[src/prcs_defs.vh]
// constants for the power-on reset and configuration sequencer
// assumes: included by the sequencer module only
`ifndef PRCS_DEFS_VH
`define PRCS_DEFS_VH

// register byte addresses on the register bus
`define PRCS_ADDR_CTRL    4'h0
`define PRCS_ADDR_STATUS  4'h4
`define PRCS_ADDR_STRAPS  4'h8
`define PRCS_ADDR_CFGWORD 4'hc

// control register fields
`define PRCS_CTRL_DIV_LSB 0
`define PRCS_CTRL_DIV_MSB 3
`define PRCS_CTRL_RESET   32'h00000001

// timing counts in cycles of the named clock
`define PRCS_POR_CYCLES   16'd1024
`define PRCS_LOCK_CYCLES  16'd6400
`define PRCS_HARD_CYCLES  16'd512
`define PRCS_SOFT_CYCLES  16'd515

// sequencer states
`define PRCS_ST_HOLD   3'h0
`define PRCS_ST_POR    3'h1
`define PRCS_ST_LOCK   3'h2
`define PRCS_ST_REL    3'h3
`define PRCS_ST_RUN    3'h4

// default configuration word used by a configuration slave
`define PRCS_DEFAULT_CFG 32'h00000000

// axi response codes
`define PRCS_RESP_OKAY   2'b00
`define PRCS_RESP_SLVERR 2'b10

`endif

[src/prcs_sequencer.v]
// power-on reset sequencer with strap capture and configuration word
// assumes: input_clock is aclk, straps and reset pins synchronous to it
//
// Functional notes
// - configuration word arrives through slave port or system bus path
// - bus path acts master or slave; slave without word uses default
// - fourteen strap levels sampled when power-on reset is released
// - internal power-on reset released 1024 input cycles after release
// - pll lock reached 6400 reference cycles after internal release
// - hard reset pin released 512 reference cycles after lock
// - soft reset pin released 515 reference cycles after lock
// - straps captured only at power-on reset, not on hard or soft
// - hard and soft reset are open-drain, asserted through the flow
`timescale 1ns/1ns
`include "prcs_defs.vh"

module prcs_sequencer #(
  parameter POR_CYCLES  = `PRCS_POR_CYCLES,
  parameter LOCK_CYCLES = `PRCS_LOCK_CYCLES,
  parameter HARD_CYCLES = `PRCS_HARD_CYCLES,
  parameter SOFT_CYCLES = `PRCS_SOFT_CYCLES
) (
  // clock and bus reset
  input  wire        aclk,
  input  wire        aresetn,
  // board reset and straps
  input  wire        power_on_reset_n,
  input  wire        reset_config_select,
  input  wire        config_slave_select,
  input  wire        slave_port_sync_select,
  input  wire        slave_port_wide_select,
  input  wire [3:0]  chip_number,
  input  wire [2:0]  boot_mode_sel,
  input  wire        soft_watchdog_en,
  input  wire [1:0]  clock_mode_sel,
  // configuration word from slave port path
  input  wire        slave_port_cfg_valid,
  input  wire [31:0] slave_port_cfg_word,
  // configuration word from system bus path
  input  wire        sysbus_cfg_valid,
  input  wire [31:0] sysbus_cfg_word,
  // open-drain reset pins, enable low while driving
  input  wire        hard_reset_n_in,
  output reg         hard_reset_n_out,
  output reg         hard_reset_n_oe_n,
  input  wire        soft_reset_n_in,
  output reg         soft_reset_n_out,
  output reg         soft_reset_n_oe_n,
  // sequencer state
  output reg         internal_por_n,
  output reg         system_pll_locked,
  output reg         config_master,
  output reg  [31:0] config_word,
  // axi4-lite write address
  input  wire [3:0]  s_axi_awaddr,
  input  wire        s_axi_awvalid,
  output reg         s_axi_awready,
  // axi4-lite write data
  input  wire [31:0] s_axi_wdata,
  input  wire [3:0]  s_axi_wstrb,
  input  wire        s_axi_wvalid,
  output reg         s_axi_wready,
  // axi4-lite write response
  output reg  [1:0]  s_axi_bresp,
  output reg         s_axi_bvalid,
  input  wire        s_axi_bready,
  // axi4-lite read address
  input  wire [3:0]  s_axi_araddr,
  input  wire        s_axi_arvalid,
  output reg         s_axi_arready,
  // axi4-lite read data
  output reg  [31:0] s_axi_rdata,
  output reg  [1:0]  s_axi_rresp,
  output reg         s_axi_rvalid,
  input  wire        s_axi_rready
);

  // ************************************************************
  // registers and state
  // ************************************************************
  reg  [2:0]  state;
  reg  [15:0] count;
  reg  [3:0]  ref_div;        // pll_ref_divide minus one
  reg  [3:0]  ref_cnt;
  reg  [13:0] straps;
  reg         cfg_written;
  reg  [31:0] ctrl;
  reg         aw_held;
  reg  [3:0]  aw_addr;
  reg         w_held;
  reg  [31:0] w_data;
  reg  [3:0]  w_strb;
  reg         por_q;

  wire        ref_tick  = (ref_cnt == ref_div);
  wire        por_rise  = power_on_reset_n & ~por_q;
  wire [15:0] por_cnt   = POR_CYCLES[15:0];
  wire [15:0] lock_cnt  = LOCK_CYCLES[15:0];
  wire [15:0] hard_cnt  = HARD_CYCLES[15:0];
  wire [15:0] soft_cnt  = SOFT_CYCLES[15:0];
  wire [13:0] strap_now = {reset_config_select, config_slave_select,
                           slave_port_sync_select, slave_port_wide_select,
                           chip_number, boot_mode_sel, soft_watchdog_en,
                           clock_mode_sel};

  // ************************************************************
  // reference clock divider
  // ************************************************************
  // zero until internal release, so lock counting starts on a fresh phase
  always @(posedge aclk)
  begin
    if (!aresetn || !power_on_reset_n || state < `PRCS_ST_LOCK)
      ref_cnt <= 4'h0;
    else if (ref_tick)
      ref_cnt <= 4'h0;
    else
      ref_cnt <= ref_cnt + 4'h1;
  end

  // ************************************************************
  // reset sequence
  // ************************************************************
  // every count is dropped while power-on reset is low
  always @(posedge aclk)
  begin
    if (!aresetn)
    begin
      state             <= `PRCS_ST_HOLD;
      count             <= 16'h0000;
      por_q             <= 1'b0;
      straps            <= 14'h0000;
      ref_div           <= 4'h0;
      internal_por_n    <= 1'b0;
      system_pll_locked <= 1'b0;
      hard_reset_n_out  <= 1'b0;
      hard_reset_n_oe_n <= 1'b0;
      soft_reset_n_out  <= 1'b0;
      soft_reset_n_oe_n <= 1'b0;
    end
    else
    begin
      por_q <= power_on_reset_n;
      if (!power_on_reset_n)
      begin
        state             <= `PRCS_ST_HOLD;
        count             <= 16'h0000;
        internal_por_n    <= 1'b0;
        system_pll_locked <= 1'b0;
        hard_reset_n_oe_n <= 1'b0;
        soft_reset_n_oe_n <= 1'b0;
      end
      else
      begin
        case (state)
          `PRCS_ST_HOLD:
          begin
            if (por_rise)
            begin
              straps  <= strap_now;
              ref_div <= ctrl[`PRCS_CTRL_DIV_MSB:`PRCS_CTRL_DIV_LSB];
              count   <= 16'h0001;
              state   <= `PRCS_ST_POR;
            end
          end
          `PRCS_ST_POR:
          begin
            if (count == por_cnt)
            begin
              internal_por_n <= 1'b1;
              count          <= 16'h0000;
              state          <= `PRCS_ST_LOCK;
            end
            else
              count <= count + 16'h0001;
          end
          `PRCS_ST_LOCK:
          begin
            if (ref_tick)
            begin
              if (count == lock_cnt - 16'h0001)
              begin
                system_pll_locked <= 1'b1;
                count             <= 16'h0000;
                state             <= `PRCS_ST_REL;
              end
              else
                count <= count + 16'h0001;
            end
          end
          `PRCS_ST_REL:
          begin
            if (ref_tick)
            begin
              count <= count + 16'h0001;
              if (count == hard_cnt - 16'h0001)
                hard_reset_n_oe_n <= 1'b1;
              if (count == soft_cnt - 16'h0001)
              begin
                soft_reset_n_oe_n <= 1'b1;
                state             <= `PRCS_ST_RUN;
              end
            end
          end
          `PRCS_ST_RUN:
            state <= `PRCS_ST_RUN;
          default:
            state <= `PRCS_ST_HOLD;
        endcase
      end
      hard_reset_n_out <= 1'b0;
      soft_reset_n_out <= 1'b0;
    end
  end

  // ************************************************************
  // configuration word capture
  // ************************************************************
  // slave port accepted only during power-on flow; bus path while the
  // hard reset pin is still held, which is during the power-on flow only
  always @(posedge aclk)
  begin
    if (!aresetn || !power_on_reset_n)
    begin
      config_word   <= `PRCS_DEFAULT_CFG;
      cfg_written   <= 1'b0;
      config_master <= 1'b0;
    end
    else
    begin
      config_master <= ~(por_rise ? config_slave_select : straps[12]);
      if (state != `PRCS_ST_RUN && !straps[13] && slave_port_cfg_valid)
      begin
        config_word <= slave_port_cfg_word;
        cfg_written <= 1'b1;
      end
      else if (!hard_reset_n_oe_n && straps[13] && sysbus_cfg_valid)
      begin
        config_word <= sysbus_cfg_word;
        cfg_written <= 1'b1;
      end
    end
  end

  // ************************************************************
  // axi4-lite slave
  // ************************************************************
  // address and data are held independently; response after both
  always @(posedge aclk)
  begin
    if (!aresetn)
    begin
      s_axi_awready <= 1'b0;
      s_axi_wready  <= 1'b0;
      s_axi_bvalid  <= 1'b0;
      s_axi_bresp   <= `PRCS_RESP_OKAY;
      aw_held       <= 1'b0;
      w_held        <= 1'b0;
      aw_addr       <= 4'h0;
      w_data        <= 32'h00000000;
      w_strb        <= 4'h0;
      ctrl          <= `PRCS_CTRL_RESET;
    end
    else
    begin
      s_axi_awready <= ~aw_held & ~s_axi_awready & s_axi_awvalid;
      s_axi_wready  <= ~w_held & ~s_axi_wready & s_axi_wvalid;
      if (s_axi_awready && s_axi_awvalid)
      begin
        aw_held <= 1'b1;
        aw_addr <= s_axi_awaddr;
      end
      if (s_axi_wready && s_axi_wvalid)
      begin
        w_held <= 1'b1;
        w_data <= s_axi_wdata;
        w_strb <= s_axi_wstrb;
      end
      if (aw_held && w_held && !s_axi_bvalid)
      begin
        aw_held      <= 1'b0;
        w_held       <= 1'b0;
        s_axi_bvalid <= 1'b1;
        if (aw_addr == `PRCS_ADDR_CTRL)
        begin
          s_axi_bresp <= `PRCS_RESP_OKAY;
          if (w_strb[0])
            ctrl[7:0] <= w_data[7:0];
        end
        else if (aw_addr == `PRCS_ADDR_STATUS ||
                 aw_addr == `PRCS_ADDR_STRAPS ||
                 aw_addr == `PRCS_ADDR_CFGWORD)
          s_axi_bresp <= `PRCS_RESP_OKAY;     // read-only, write ignored
        else
          s_axi_bresp <= `PRCS_RESP_SLVERR;
      end
      else if (s_axi_bvalid && s_axi_bready)
        s_axi_bvalid <= 1'b0;
    end
  end

  // read channel: one cycle to arready, data the cycle after
  always @(posedge aclk)
  begin
    if (!aresetn)
    begin
      s_axi_arready <= 1'b0;
      s_axi_rvalid  <= 1'b0;
      s_axi_rdata   <= 32'h00000000;
      s_axi_rresp   <= `PRCS_RESP_OKAY;
    end
    else
    begin
      s_axi_arready <= ~s_axi_arready & ~s_axi_rvalid & s_axi_arvalid;
      if (s_axi_arready && s_axi_arvalid)
      begin
        s_axi_rvalid <= 1'b1;
        s_axi_rresp  <= `PRCS_RESP_OKAY;
        case (s_axi_araddr)
          `PRCS_ADDR_CTRL:
            s_axi_rdata <= ctrl;
          `PRCS_ADDR_STATUS:
            s_axi_rdata <= {23'h000000, cfg_written, config_master,
                            hard_reset_n_in, soft_reset_n_in,
                            system_pll_locked, internal_por_n, state};
          `PRCS_ADDR_STRAPS:
            s_axi_rdata <= {18'h00000, straps};
          `PRCS_ADDR_CFGWORD:
            s_axi_rdata <= config_word;
          default:
          begin
            s_axi_rdata <= 32'h00000000;
            s_axi_rresp <= `PRCS_RESP_SLVERR;
          end
        endcase
      end
      else if (s_axi_rvalid && s_axi_rready)
        s_axi_rvalid <= 1'b0;
    end
  end

endmodule // prcs_sequencer

[config.mk]
export PLATFORM = sky130hd
export DESIGN_NAME = prcs_sequencer
export DESIGN_NICKNAME = d
export VERILOG_FILES = /design/src/prcs_sequencer.v
export VERILOG_INCLUDE_DIRS = /design/src
export SDC_FILE = /design/constraint.sdc
export NUM_CORES = 1
export LEC_CHECK = 0
export ABC_AREA = 1
export BUFFER_PORTS_ARGS = -buffer_cell sky130_fd_sc_hd__buf_2
export CAP_MARGIN = 25
export CORE_MARGIN = 3
export CORE_UTILIZATION = 40
export CTS_CLUSTER_SIZE = 12
export DETAILED_ROUTE_END_ITERATION = 10
export PLACE_DENSITY = 0.68
export SYNTH_ARGS = -nofsm -noshare
export SYNTH_HDL_FRONTEND = slang
export SYNTH_SLANG_ARGS = --single-unit
[constraint.sdc]
create_clock -name aclk -period 1.6 [get_ports aclk]
set_input_delay 0.32 -clock aclk [delete_from_list [all_inputs] [get_ports aclk]]
set_output_delay 0.32 -clock aclk [all_outputs]
set_load 0.01 [all_outputs]
==> results.md <==
- Status: completed
- Top-count cell post-synth: nand2_1
- Crit Path Class: reg -> reg
- Max IR drop VDD: 0.806 mV
- Cell taking the most area after synthesis: dfxtp_1
- Max Cap Violations: 0
- Post-Synthesis Cells: 915
- Buffers added on ports: 182
- DPL Wire Length: 14100 microns
- Die Span Y: 132 microns
- Required arrival time at the worst endpoint: 1910 ps
- Worst clock skew: 10.6 ps
- Wire per inst: 14.4 microns
- Share of cells above drive strength 1: 0.278
- ANT cells: 0
- Critical path endpoint category: register
- Final min period: 1530 ps
- Synth top cells by count: nand2_1 (153), dfxtp_1 (142), inv_1 (138), nor2_1 (123), a21oi_1 (98)
- Global-route wire length before repair: 30400 microns
- Adder-cell share of the synthesized area: 0.00981
- Die width: 132 microns
- Initial DRC count: 362
- Final Wtd Congestion: 0.875
- # nets final: 1250
- Syn avg cell area: 6.97 sq um
- DRC: 0
- Crit-path slowest cell: dfxtp_1
- Cell family with most CP delay: simple AND/OR/NAND/NOR gates
- Synth cell types: 34
- Ys flop type: dfxtp_1
- CTS tree: done
- Clock Path Buffers: 2
- Post-Synth XOR/XNOR Area: 0.00412
- Vias in the first global route: 6128
- DRT antenna net count: 0
- Largest net degree at the start of global routing: 53
- GRT Overall Usage: 0.215
- Drt total wl: 19200 microns
- Clock insertion delay at the later pin of the skew report: 420 ps
- Cell Rows: 45
- Clock slew at reported path FFs: 60 ps
- H-tree depth: 4
- Cell Area, Placed: 7650 sq um
- Critical Path AT: 1840 ps
- Root Driver: clkbuf_16
- Pwr dens: 1080 nW/um^2
- Max-slew violations: 0
- Vias/cell: 4.84
- P&R area growth vs syn: 32.2%
- Crit path largest cell delay: 360 ps
- Num CTS Buffers: 17
- # setup viols final: 0
- Post-synthesis compound-gate area fraction: 0.184
- Tightest Pin Transition: 611 ps
- Number of synthesized flops with an enable pin: 0
- Die ar.: 17500 sq um
- Setup crit start kind: register
- Ports: 214
- DR vias: 6459
- Final period utilization: 0.957
- Worst hold path class: in -> reg
- Final Hold Viols: 0
- Largest family of logic cells by synthesized area: simple AND/OR/NAND/NOR gates
- CP Buf/Inv Count: 0
- Slew margin rel.: 0.592
- Seq cells post-synth: 142
- Total power: 9.07 mW
- Seq/Total Area, Yosys: 0.446
- Largest cells by area after synthesis: dfxtp_1 (45%), nand2_1 (9.0%), inv_1 (8.1%)
- Yosys Warn Count: 0
- Critical path peak fanout: 8
- Post-route cell area: 8430 sq um
- Mux contribution to synthesized area: 0
- Cell Area, Synth: 6370 sq um
- CTS Sinks: 142
- Initial DRT Pass Iterations: 5
- Placeable Area: 15400 sq um
- Unrepaired setup endpoints after global routing: yes
- Max Freq: 653 MHz
- Post-synth ARST share: 0
- Fillers: 1473
- GRT overflow: 0
- R2R Setup Slk: 70 ps
- Post-Place Cells: 1302
- Fin Setup TNS: 0 ps
- Pleak: 3.99 nW
- Cell Chain, Critical Path: nor2_1 > nand2_2 > nor2_1 > nand2_1 > nand2_2 > nand2_2 > nor2_4 > nand2_4 > nand2_8 > nor2_1
- Starting Density: 0.415
- Initial antenna violation count: 1
- Simple-gate share of the synthesized area: 0.239
- Cell Count, Final, Fillers Out: 1334
- Share of the synthesized area in the top cell type: 0.446
## final timing paths
check	startpoint	to	cells past startpoint
max	count[12]	count[14]	10
min	config_slave_select	config_master	2
max reg2reg	count[12]	count[14]	10
min reg2reg	aw_held	s_axi_awready	1
## per-stage QoR
stage / utilization / hold WS (ps) / worst slack (ps)
floorplan: - / 398 / 99.5
global placement: 0.497 / 409 / -27.4
detailed placement: 0.497 / 421 / -53.9
CTS: 0.539 / 110 / 2.61
global route: 0.548 / 130 / -48.6
finish: 0.548 / 131 / 68.7
## repair_timing
item | in CTS | in global routing
pin swaps | 0 | 10
hold buffers | 0 | 0
buffers inserted | 0 | 1
endpoints found under the setup margin | 10 | 32
endpoints found under the hold margin | 0 | 0
resized for setup | 5 | 41
## area by class of cell
type,instances,area (sq um),share of cell area
multi-input cells,590,2930,0.347
well taps,211,264,0.0313
clock inverters,13,188,0.0223
inverters,144,551,0.0653
repair buffers,216,1200,0.143
flip-flops and latches,142,2860,0.339
clock buffers,18,439,0.0521
## sequential cells by signal, indices dropped and copies added (netlist names), 3 cells and up
signal and cells:
aw_addr 4, config_word 32, count 16, ctrl 8, ref_cnt 4, ref_div 4
s_axi_rdata 32, state 3, straps 14, w_data 8
## worst reg2reg max path, stage by stage (launching register included)
cell and delay (ps):
dfxtp_1 360, nor2_1 150, nand2_2 110, nor2_1 150, nand2_1 80, nand2_2 100
nand2_2 70, nor2_4 120, nand2_4 120, nand2_8 120, nor2_1 50
## report_power, final
group	total [mW]	internal, mW	switching [mW]
sequential	3.76	3.68	0.0785
combinational	1.08	0.424	0.660
clock	4.23	2.66	1.57
total	9.07	6.76	2.31
## per-layer routing
| layer | part of all wire | track usage |
|---|---|---|
| met2 | 0.47 | 0.357 |
| met5 | 0 | 0 |
| met3 | 0.077 | 0.0634 |
| met1 | 0.44 | 0.266 |
| met4 | 0.020 | 0.0751 |
## kinds of logic (layout without fill, tap and decap cells)
group                    Yosys count  after routing
AO/OA/AOI/OAI                    223            223
flip-flops                       142            142
AND/OR/NAND/NOR                  355            355
XOR/XNOR                           3              3
adder cells (fa/ha/maj)            5              5
buffers and inverters            186            391
other                              1              4
## cell usage in the layout (no fill, tap or decap), types with 2 or more instances in the layout
cell type and n:
nand2_4 3, bufinv_16 4, clkinv_2 3, nand3b_1 2, nand2_2 8, inv_1 134
nor2_2 14, inv_6 3, buf_2 182, nor3_1 7, nor2_1 117, o21ai_0 82
nand2_1 148, inv_4 2, dfxtp_1 134, xor2_1 2, nor2_4 5, nor3_2 6
dfxtp_2 7, conb_1 4, nand4_1 5, a21oi_1 97, o21ai_1 5, clkbuf_16 17
buf_12 3, nand3_2 4, buf_4 31, nand3_1 32, inv_2 7, o22ai_1 34
clkinvlp_4 2, ha_1 4
(Power assumes the default switching activity.)
